===== src/pkg/bfs_pkg.sv =====
// Shared constants and types of the ballast fault sequencer.
package bfs_pkg;

	localparam int unsigned ADDR_W = 4;

	localparam logic [ADDR_W-1:0] OFS_CTRL     = 4'h0;
	localparam logic [ADDR_W-1:0] OFS_STATUS   = 4'h4;
	localparam logic [ADDR_W-1:0] OFS_IRQ_STAT = 4'h8;
	localparam logic [ADDR_W-1:0] OFS_IRQ_MASK = 4'hC;

	localparam int unsigned CTRL_EN_BIT   = 0;
	localparam logic        CTRL_EN_RESET = 1'b1;

	localparam int unsigned IRQ_W         = 4;
	localparam int unsigned IRQ_FAULT     = 0;
	localparam int unsigned IRQ_SHUTDOWN  = 1;
	localparam int unsigned IRQ_BUS_DROP  = 2;
	localparam int unsigned IRQ_RUN_ENTRY = 3;
	localparam logic [IRQ_W-1:0] IRQ_MASK_RESET = 4'h0;

	localparam int unsigned ST_MODE_LSB  = 0;
	localparam int unsigned ST_FAULT_BIT = 8;
	localparam int unsigned ST_CAUSE_LSB = 9;
	localparam int unsigned ST_IN_LSB    = 16;

	localparam int unsigned CAUSE_W     = 2;
	localparam int unsigned CAUSE_UPPER = 0;
	localparam int unsigned CAUSE_LOWER = 1;

	localparam logic [1:0] HTRANS_NONSEQ = 2'h2;
	localparam logic [1:0] HTRANS_SEQ    = 2'h3;
	localparam logic       HRESP_OKAY    = 1'b0;

	localparam int unsigned SYNC_W = 9;

	typedef enum logic [5:0] {
		M_IDLE     = 6'h01,
		M_PREHEAT  = 6'h02,
		M_IGNITION = 6'h04,
		M_RUN      = 6'h08,
		M_FAULT    = 6'h10,
		M_SHUTDOWN = 6'h20
	} bfs_mode_t;

endpackage : bfs_pkg


===== src/verilog/bfs_sync.sv =====
// Two-stage synchroniser for a group of asynchronous comparator levels.
`timescale 1ns/100ps
`default_nettype none
module bfs_sync #(
	parameter int unsigned WIDTH = 1
) (
	input  wire logic             hclk,
	input  wire logic             hresetn,
	input  wire logic [WIDTH-1:0] async_in,
	output logic      [WIDTH-1:0] sync_out
);

	typedef struct packed {
		logic [WIDTH-1:0] meta;
		logic [WIDTH-1:0] stable;
	} bfs_sync_state_t;

	bfs_sync_state_t st;
	bfs_sync_state_t next_st;

	always_comb begin
		next_st.meta   = async_in;
		next_st.stable = st.meta;
	end

	always_ff @(posedge hclk or negedge hresetn) begin
		if (!hresetn) begin
			st <= '0;
		end else begin
			st <= next_st;
		end
	end

	assign sync_out = st.stable;

endmodule : bfs_sync
`default_nettype wire


===== src/verilog/bfs_sequencer.sv =====
// Protection and restart sequencer of a half-bridge ballast controller with AHB-Lite registers.
// Function
// - Start oscillating only with supply ok, bus sense ok and shutdown input low.
// - A low bus-sense indication during operation stops the oscillator.
// - On bus recovery restart from the first mode of the sequence.
// - Shutdown input high disables oscillator, gate drives low, micropower mode.
// - Shutdown input returning low restarts from the beginning of the sequence.
// - Any current-sense fault sets fault latch, stops oscillator, enters micropower; a same-cycle bus drop or software stop sets the latch but goes to idle.
// - Current sense is evaluated every switching cycle, fault caught within it.
// - Upper current threshold active only from end of preheat onward.
// - Lower current threshold active only from start of run mode onward.
// - Lower threshold sampled at each falling edge of the low-side drive.
// - Shutdown input high clears fault latch and holds an unlatched off state.
// - After unlatched shutdown, startup begins again when shutdown input falls.
// - Supply undervoltage lockout also clears the fault latch.
// - Preheat cap at lower threshold ends preheat and releases resistor node.
// - Preheat cap at upper threshold enters run and turns on run switch.
//
// Register access over AHB-Lite and the address map were decided locally.
`timescale 1ns/100ps
`default_nettype none
module bfs_sequencer (
	input  wire logic        hclk,
	input  wire logic        hresetn,
	input  wire logic        hsel,
	input  wire logic [31:0] haddr,
	input  wire logic [1:0]  htrans,
	input  wire logic        hwrite,
	input  wire logic [2:0]  hsize,
	input  wire logic [31:0] hwdata,
	input  wire logic        hready,
	output logic      [31:0] hrdata,
	output logic             hreadyout,
	output logic             hresp,
	input  wire logic        supply_ok,
	input  wire logic        bus_voltage_sense,
	input  wire logic        lamp_sense_shutdown,
	input  wire logic        cs_upper_crossed,
	input  wire logic        cs_lower_crossed,
	input  wire logic        preheat_cap_low_thr,
	input  wire logic        preheat_cap_high_thr,
	input  wire logic        osc_low_cmd,
	input  wire logic        osc_high_cmd,
	output logic             osc_enable,
	output logic             low_side_drive,
	output logic             high_side_drive,
	output logic             micropower,
	output logic             fault_latch,
	output logic             preheat_resistor_node_out,
	output logic             preheat_resistor_node_oe_n,
	output logic             run_switch_out,
	output logic             run_switch_oe_n,
	output logic             irq
);

	typedef struct packed {
		bfs_pkg::bfs_mode_t               mode;
		logic                             fault;
		logic [bfs_pkg::CAUSE_W-1:0]      cause;
		logic                             ctrl_en;
		logic [bfs_pkg::IRQ_W-1:0]        irq_stat;
		logic [bfs_pkg::IRQ_W-1:0]        irq_mask;
		logic                             wr_pend;
		logic [bfs_pkg::ADDR_W-1:0]       wr_addr;
		logic [31:0]                      rdata;
		logic                             lo;
		logic                             ho;
	} bfs_seq_state_t;

	bfs_seq_state_t st;
	bfs_seq_state_t next_st;

	logic [bfs_pkg::SYNC_W-1:0] sync_q;
	logic sup_s;
	logic bus_s;
	logic sd_s;
	logic csu_s;
	logic csl_s;
	logic capl_s;
	logic caph_s;
	logic lo_s;
	logic ho_s;
	logic running;
	logic lo_fall;
	logic addr_ok;

	// Comparators carry their hysteresis outside; only clean levels come in here.
	bfs_sync #(
		.WIDTH    (bfs_pkg::SYNC_W)
	) u_sync (
		.hclk     (hclk),
		.hresetn  (hresetn),
		.async_in ({osc_high_cmd, osc_low_cmd, preheat_cap_high_thr, preheat_cap_low_thr,
			cs_lower_crossed, cs_upper_crossed, lamp_sense_shutdown, bus_voltage_sense,
			supply_ok}),
		.sync_out (sync_q)
	);

	assign {ho_s, lo_s, caph_s, capl_s, csl_s, csu_s, sd_s, bus_s, sup_s} = sync_q;

	assign running = (st.mode == bfs_pkg::M_PREHEAT) || (st.mode == bfs_pkg::M_IGNITION)
		|| (st.mode == bfs_pkg::M_RUN);
	// Falling edge of our own low-side drive, seen one cycle before it lands.
	assign lo_fall = st.lo && !lo_s;
	assign addr_ok = hsel && hready && (htrans == bfs_pkg::HTRANS_NONSEQ
		|| htrans == bfs_pkg::HTRANS_SEQ);

	always_comb begin
		logic [bfs_pkg::IRQ_W-1:0] ev;
		logic [31:0]               rd;
		logic                      nrun;
		ev      = '0;
		rd      = '0;
		nrun    = 1'b0;
		next_st = st;

		unique case (st.mode)
			bfs_pkg::M_IDLE: begin
				if (sup_s && bus_s && !sd_s && st.ctrl_en) begin
					next_st.mode = bfs_pkg::M_PREHEAT;
				end
			end
			bfs_pkg::M_PREHEAT: begin
				if (capl_s) begin
					next_st.mode = bfs_pkg::M_IGNITION;
				end
			end
			bfs_pkg::M_IGNITION: begin
				if (csu_s) begin
					next_st.mode  = bfs_pkg::M_FAULT;
					next_st.fault = 1'b1;
					next_st.cause[bfs_pkg::CAUSE_UPPER] = 1'b1;
					ev[bfs_pkg::IRQ_FAULT] = 1'b1;
				end else if (caph_s) begin
					next_st.mode = bfs_pkg::M_RUN;
					ev[bfs_pkg::IRQ_RUN_ENTRY] = 1'b1;
				end
			end
			bfs_pkg::M_RUN: begin
				// Both thresholds are looked at on every cycle of the bridge.
				if (csu_s || (lo_fall && !csl_s)) begin
					next_st.mode  = bfs_pkg::M_FAULT;
					next_st.fault = 1'b1;
					next_st.cause[bfs_pkg::CAUSE_UPPER] = csu_s;
					next_st.cause[bfs_pkg::CAUSE_LOWER] = lo_fall && !csl_s;
					ev[bfs_pkg::IRQ_FAULT] = 1'b1;
				end
			end
			bfs_pkg::M_FAULT: begin
				next_st.mode = bfs_pkg::M_FAULT;
			end
			bfs_pkg::M_SHUTDOWN: begin
				if (!sd_s) begin
					next_st.mode = bfs_pkg::M_IDLE;
				end
			end
			default: begin
				next_st.mode = bfs_pkg::M_IDLE;
			end
		endcase

		// A bus drop or a software stop while running lands in idle unless shutdown is high, so recovery replays preheat.
		if (running && (!bus_s || !st.ctrl_en)) begin
			next_st.mode = bfs_pkg::M_IDLE;
			next_st.cause = '0;
			ev = '0;
			ev[bfs_pkg::IRQ_BUS_DROP] = !bus_s;
		end
		if (sd_s) begin
			next_st.mode  = bfs_pkg::M_SHUTDOWN;
			next_st.fault = 1'b0;
			next_st.cause = '0;
			ev = '0;
			ev[bfs_pkg::IRQ_SHUTDOWN] = (st.mode != bfs_pkg::M_SHUTDOWN);
		end
		if (!sup_s) begin
			next_st.mode  = bfs_pkg::M_IDLE;
			next_st.fault = 1'b0;
			next_st.cause = '0;
			ev = '0;
		end

		nrun = (next_st.mode == bfs_pkg::M_PREHEAT) || (next_st.mode == bfs_pkg::M_IGNITION)
			|| (next_st.mode == bfs_pkg::M_RUN);
		next_st.lo = nrun && lo_s;
		next_st.ho = nrun && ho_s && !lo_s;

		// Write data phase; a hardware event in the same cycle beats the clear.
		next_st.wr_pend = addr_ok && hwrite;
		next_st.wr_addr = haddr[bfs_pkg::ADDR_W-1:0];
		if (st.wr_pend) begin
			unique case (st.wr_addr)
				bfs_pkg::OFS_CTRL: next_st.ctrl_en = hwdata[bfs_pkg::CTRL_EN_BIT];
				bfs_pkg::OFS_IRQ_STAT: next_st.irq_stat = st.irq_stat
					& ~hwdata[bfs_pkg::IRQ_W-1:0];
				bfs_pkg::OFS_IRQ_MASK: next_st.irq_mask = hwdata[bfs_pkg::IRQ_W-1:0];
				default: next_st.ctrl_en = st.ctrl_en;
			endcase
		end
		next_st.irq_stat = next_st.irq_stat | ev;

		// Read data is prepared in the address phase so the slave never waits.
		unique case (haddr[bfs_pkg::ADDR_W-1:0])
			bfs_pkg::OFS_CTRL: rd[bfs_pkg::CTRL_EN_BIT] = st.ctrl_en;
			bfs_pkg::OFS_STATUS: begin
				rd[bfs_pkg::ST_MODE_LSB +: $bits(bfs_pkg::bfs_mode_t)] = st.mode;
				rd[bfs_pkg::ST_FAULT_BIT] = st.fault;
				rd[bfs_pkg::ST_CAUSE_LSB +: bfs_pkg::CAUSE_W] = st.cause;
				rd[bfs_pkg::ST_IN_LSB +: bfs_pkg::SYNC_W] = sync_q;
			end
			bfs_pkg::OFS_IRQ_STAT: rd[bfs_pkg::IRQ_W-1:0] = st.irq_stat;
			bfs_pkg::OFS_IRQ_MASK: rd[bfs_pkg::IRQ_W-1:0] = st.irq_mask;
			default: rd = '0;
		endcase
		next_st.rdata = (addr_ok && !hwrite) ? rd : '0;
	end

	always_ff @(posedge hclk or negedge hresetn) begin
		if (!hresetn) begin
			st          <= '0;
			st.mode     <= bfs_pkg::M_IDLE;
			st.ctrl_en  <= bfs_pkg::CTRL_EN_RESET;
			st.irq_mask <= bfs_pkg::IRQ_MASK_RESET;
		end else begin
			st <= next_st;
		end
	end

	assign hrdata                     = st.rdata;
	assign hreadyout                  = 1'b1;
	assign hresp                      = bfs_pkg::HRESP_OKAY;
	assign osc_enable                 = running;
	assign low_side_drive             = st.lo;
	assign high_side_drive            = st.ho;
	// Micropower covers the latched fault and the unlatched lamp-removal state.
	assign micropower                 = (st.mode == bfs_pkg::M_FAULT)
		|| (st.mode == bfs_pkg::M_SHUTDOWN);
	assign fault_latch                = st.fault;
	assign preheat_resistor_node_out  = 1'b0;
	assign preheat_resistor_node_oe_n = !(st.mode == bfs_pkg::M_PREHEAT
		|| st.mode == bfs_pkg::M_IDLE);
	assign run_switch_out             = 1'b0;
	assign run_switch_oe_n            = !(st.mode == bfs_pkg::M_RUN);
	assign irq                        = |(st.irq_stat & st.irq_mask);

	logic ok_in;
	assign ok_in = sup_s && bus_s && !sd_s && st.ctrl_en;
endmodule : bfs_sequencer
`default_nettype wire


===== config.mk =====
export PLATFORM = sky130hd
export DESIGN_NAME = bfs_sequencer
export DESIGN_NICKNAME = d
export VERILOG_FILES = /design/src/pkg/bfs_pkg.sv /design/src/verilog/bfs_sync.sv /design/src/verilog/bfs_sequencer.sv
export SDC_FILE = /design/constraint.sdc
export NUM_CORES = 1
export LEC_CHECK = 0
export BUFFER_PORTS_ARGS = -buffer_cell sky130_fd_sc_hd__buf_4
export CORE_MARGIN = 5
export CORE_UTILIZATION = 40
export CTS_CLUSTER_DIAMETER = 150
export CTS_CLUSTER_SIZE = 25
export DETAILED_ROUTE_END_ITERATION = 6
export HOLD_SLACK_MARGIN = 0.05
export PLACE_DENSITY = 0.7
export SYNTH_ARGS = -nofsm -noshare
export SYNTH_HDL_FRONTEND = slang
export SYNTH_SLANG_ARGS = --single-unit

===== constraint.sdc =====
create_clock -name hclk -period 2.7 [get_ports hclk]
set_input_delay 0.54 -clock hclk [delete_from_list [all_inputs] [get_ports hclk]]
set_output_delay 0.54 -clock hclk [all_outputs]
set_load 0.01 [all_outputs]

==> results.txt <==
----------------------------------------------------
[Status]
  Result of the run ... finished clean

[Die]
  Die width ... 92.24 um
  Initial core utilization ... 40.49%
  Number of rows created at floorplan ... 30
  Die Span Y ... 92.24 um
  Die Footprint ... 0.008507 mm2
  Top-level I/O count ... 127
  Placeable core region ... 0.006681 mm2

[Worst setup path]
  WS Path Type ... flop to output port
  Source of the worst register-to-register timing path ... st[53]$_DFF_PN0_
  Kind of start point of the critical path ... flop
  Number of stages on the worst setup path ... 4
  Biggest fanout along the worst timing path ... 12
  CP arrival ... 1.75 ns
  CP endpoint kind ... output port
  Launch point of the critical path ... st[53]$_DFF_PN0_
  Crit path buffers/inverters ... 2
  Largest delay share family, worst path ... simple AND/OR/NAND/NOR gates
  Crit path max-delay cell type ... sky130_fd_sc_hd__or4_4
  Critical path, cell by cell ... or4_4 -> nor2_4 -> inv_1 -> buf_4
  Critical Path Max Stage Delay ... 0.60 ns
  Required time at the endpoint of the critical path ... 2.16 ns
  Number of cells on the worst reg-to-reg path ... 6

[Detailed routing]
  DRC violation count after routing ... 0
  Routed via count ... 1708
  Final wirelength ... 4982 um
  Detailed Route Iter0 Violations ... 93
  Total iterations of the first detailed-routing run ... 4
  DRT antenna net count ... 0
  Routed len/inst ... 13.96 um
  Via-to-Cell Ratio ... 4.784

[STA]
  Smallest setup slack after layout ... 0.4079 ns
  Timing-limited maximum frequency ... 0.4363 GHz
  Final setup skew ... 0.006986 ns
  Count of pins over their slew limit ... 0
  Hold Vio Cnt, Final ... 0
  Final Critical Period ... 2.292 ns
  Total negative slack ... 0 ns
  Tightest slew margin relative to the limit ... 51.33%
  Share of the clock period used by the worst path ... 84.89%
  Final setup fails ... 0
  Setup repair after global routing missed its margin ... no
  Actual slew at the worst max-slew pin ... 0.7301 ns

[Job]
  Max-capacitance violation count ... 0

[Min path]
  Hold crit path type ... primary input to asynchronous set/reset pin

[Clock network]
  Hold buffer count at cts ... 0
  Buffers from clock root to sink, at most ... 2
  Buffers inserted by post-CTS timing repair ... 0
  Clock-pin slew of the registers on the worst-case setup and hold paths ... 0.07 ns
  CTS tree ... built
  CTS buffer count ... 9
  Root buffer selected by CTS ... sky130_fd_sc_hd__clkbuf_8
  CTS sink count ... 61
  Number of H-tree branching levels ... 3
  Later-pin clock latency in the skew report ... 0.34 ns
  Post-CTS resize count ... 0

[GRT]
  Final global-route overflow total ... 0
  Number of global-route vias before repair ... 1743
  Antenna violations before repair ... 0
  Pin count of the biggest net entering global routing ... 62
  First-pass GRT wire length ... 8328 um
  GRT Util Overall ... 12.78%

[Layout]
  Layout Utilization ... 46.57%
  Share of post-route cells with drive strength above 1 ... 29.24%
  Ant. Diodes ... 0
  Count of nets after finishing ... 355
  Area grow syn2layout ... 15.03%
  Post-route cell area ... 0.003112 mm2

[Synth]
  Area leader, netlist ... sky130_fd_sc_hd__dfrtp_1
  Count of yosys warnings during synthesis ... 0
  Post-synth ARST share ... 100.0%
  Yosys reg bits ... 61
  Avg Synthesized Cell Area ... 11.27 um2
  Number of library cell types mapped by synthesis ... 45
  Cell with the most instances after synthesis ... sky130_fd_sc_hd__dfrtp_1
  Top area cells in the synthesized netlist ... sky130_fd_sc_hd__dfrtp_1, sky130_fd_sc_hd__buf_4, sky130_fd_sc_hd__and2_1
  Number of enable flip-flop cells after synthesis ... 0
  Area fraction of the dominant cell type after synthesis ... 54.58%
  Ranking of synthesized cells by instance count ... sky130_fd_sc_hd__dfrtp_1, sky130_fd_sc_hd__buf_4, sky130_fd_sc_hd__and2_1, sky130_fd_sc_hd__nand2_1, sky130_fd_sc_hd__nor2_1
  Seq/Total Area, Yosys ... 56.52%
  Most frequently used flop master after synthesis ... sky130_fd_sc_hd__dfrtp_1
  Number of instances in the synthesized netlist ... 240
  Post-synth design cell area ... 0.002705 mm2

[Place]
  Post-place instance area ... 0.002919 mm2
  Port-buffer cells ... 48
  DP HPWL ... 3710 um
  Gp weighted congestion ... 0.8392
  Worst setup slack after placement ... 0.7721 ns

[Power and ir drop]
  Max IR drop VDD ... 208.6 uV
  Power after layout ... 1.869 mW
  Static leakage ... 1.497 nW
  P per Cell Area ... 600.6 mW/mm2

----------------------------------------------------
final cells by class:
| class | count | area [um2] |
|---|---|---|
| repair buffers | 49 | 367.9 |
| clock buffers | 12 | 145.1 |
| fillers | 634 | 3570 |
| flip-flops and latches | 61 | 1529 |
| clock inverters | 4 | 47.55 |
| multi-input cells | 146 | 903.4 |
| inverters | 5 | 18.77 |
| well taps | 80 | 100.1 |
per-layer routing:
layer	vias to the layer above	global-route usage (%)	part of all wire [%]
met2	57	19.83	49
met3	8	3.938	6.7
met4	0	7.426	2.1
met1	821	15.69	43
li1	822	-	-
met5	-	0	0
path summary, 6_finish.rpt:
path	end	slack, ns
min in group hclk	u_sync.next_st[2]$_DFF_PN0_	0.31
max in group asynchronous	st[46]$_DFF_PN0_	1.95
worst min register to register	u_sync.sync_out[1]$_DFF_PN0_	0.35
worst min-delay path	st[38]$_DFF_PN0_	0.27
worst max register to register	st[53]$_DFF_PN0_	0.76
worst max-delay path	preheat_resistor_node_oe_n	0.41
state kept, by name, summed over array words and instances, names as in the netlist:
register         cells
st                  22
high_side_drive      1
u_sync.next_st       9
hrdata              18
u_sync.sync_out      9
low_side_drive       1
fault_latch          1
logic make-up (layout without fill, tap and decap cells):
group / Yosys count / count (layout) / synth area share [%]
compound gates: 30 / 30 / 8.049
xor+xnor: 3 / 3 / 0.9715
buf+inv: 49 / 70 / 12.30
flops: 61 / 61 / 56.52
mux: 8 / 8 / 3.330
other cells: 2 / 18 / 0.2776
simple gates: 87 / 87 / 18.55
metrics by stage:
stage,instances,hold slack (ns)
6_report,357,0.2682
5_1_grt,357,0.2818
4_1_cts,357,0.2774
3_5_place_dp,341,0.3347
3_3_place_gp,341,0.3327
2_1_floorplan,256,0.2444
power breakdown:
part,total [mW],leakage [nW],switching [mW],internal [mW]
Clock,0.777,0.0964,0.329,0.448
Combinational,0.125,0.619,0.0710,0.0542
Sequential,0.966,0.782,0.0229,0.943
placed cells by master (no fill, tap or decap), drive strengths merged, types with 2 or more instances in the layout:
cell     n
a21oi    6
mux2     8
inv      5
or3      2
a22oi    5
nor4     2
nor3     9
clkinv   2
nor3b    2
dfstp    2
nand2   15
a22o     2
conb    18
nand3b   4
buf     49
clkbuf  12
xor2     2
nand2b   5
nor2b    5
nand3    5
a311oi   3
o21ai    8
and3b    2
dfrtp   59
nor2    15
and2    15
Note: power is estimated with default switching activity, not from simulation.
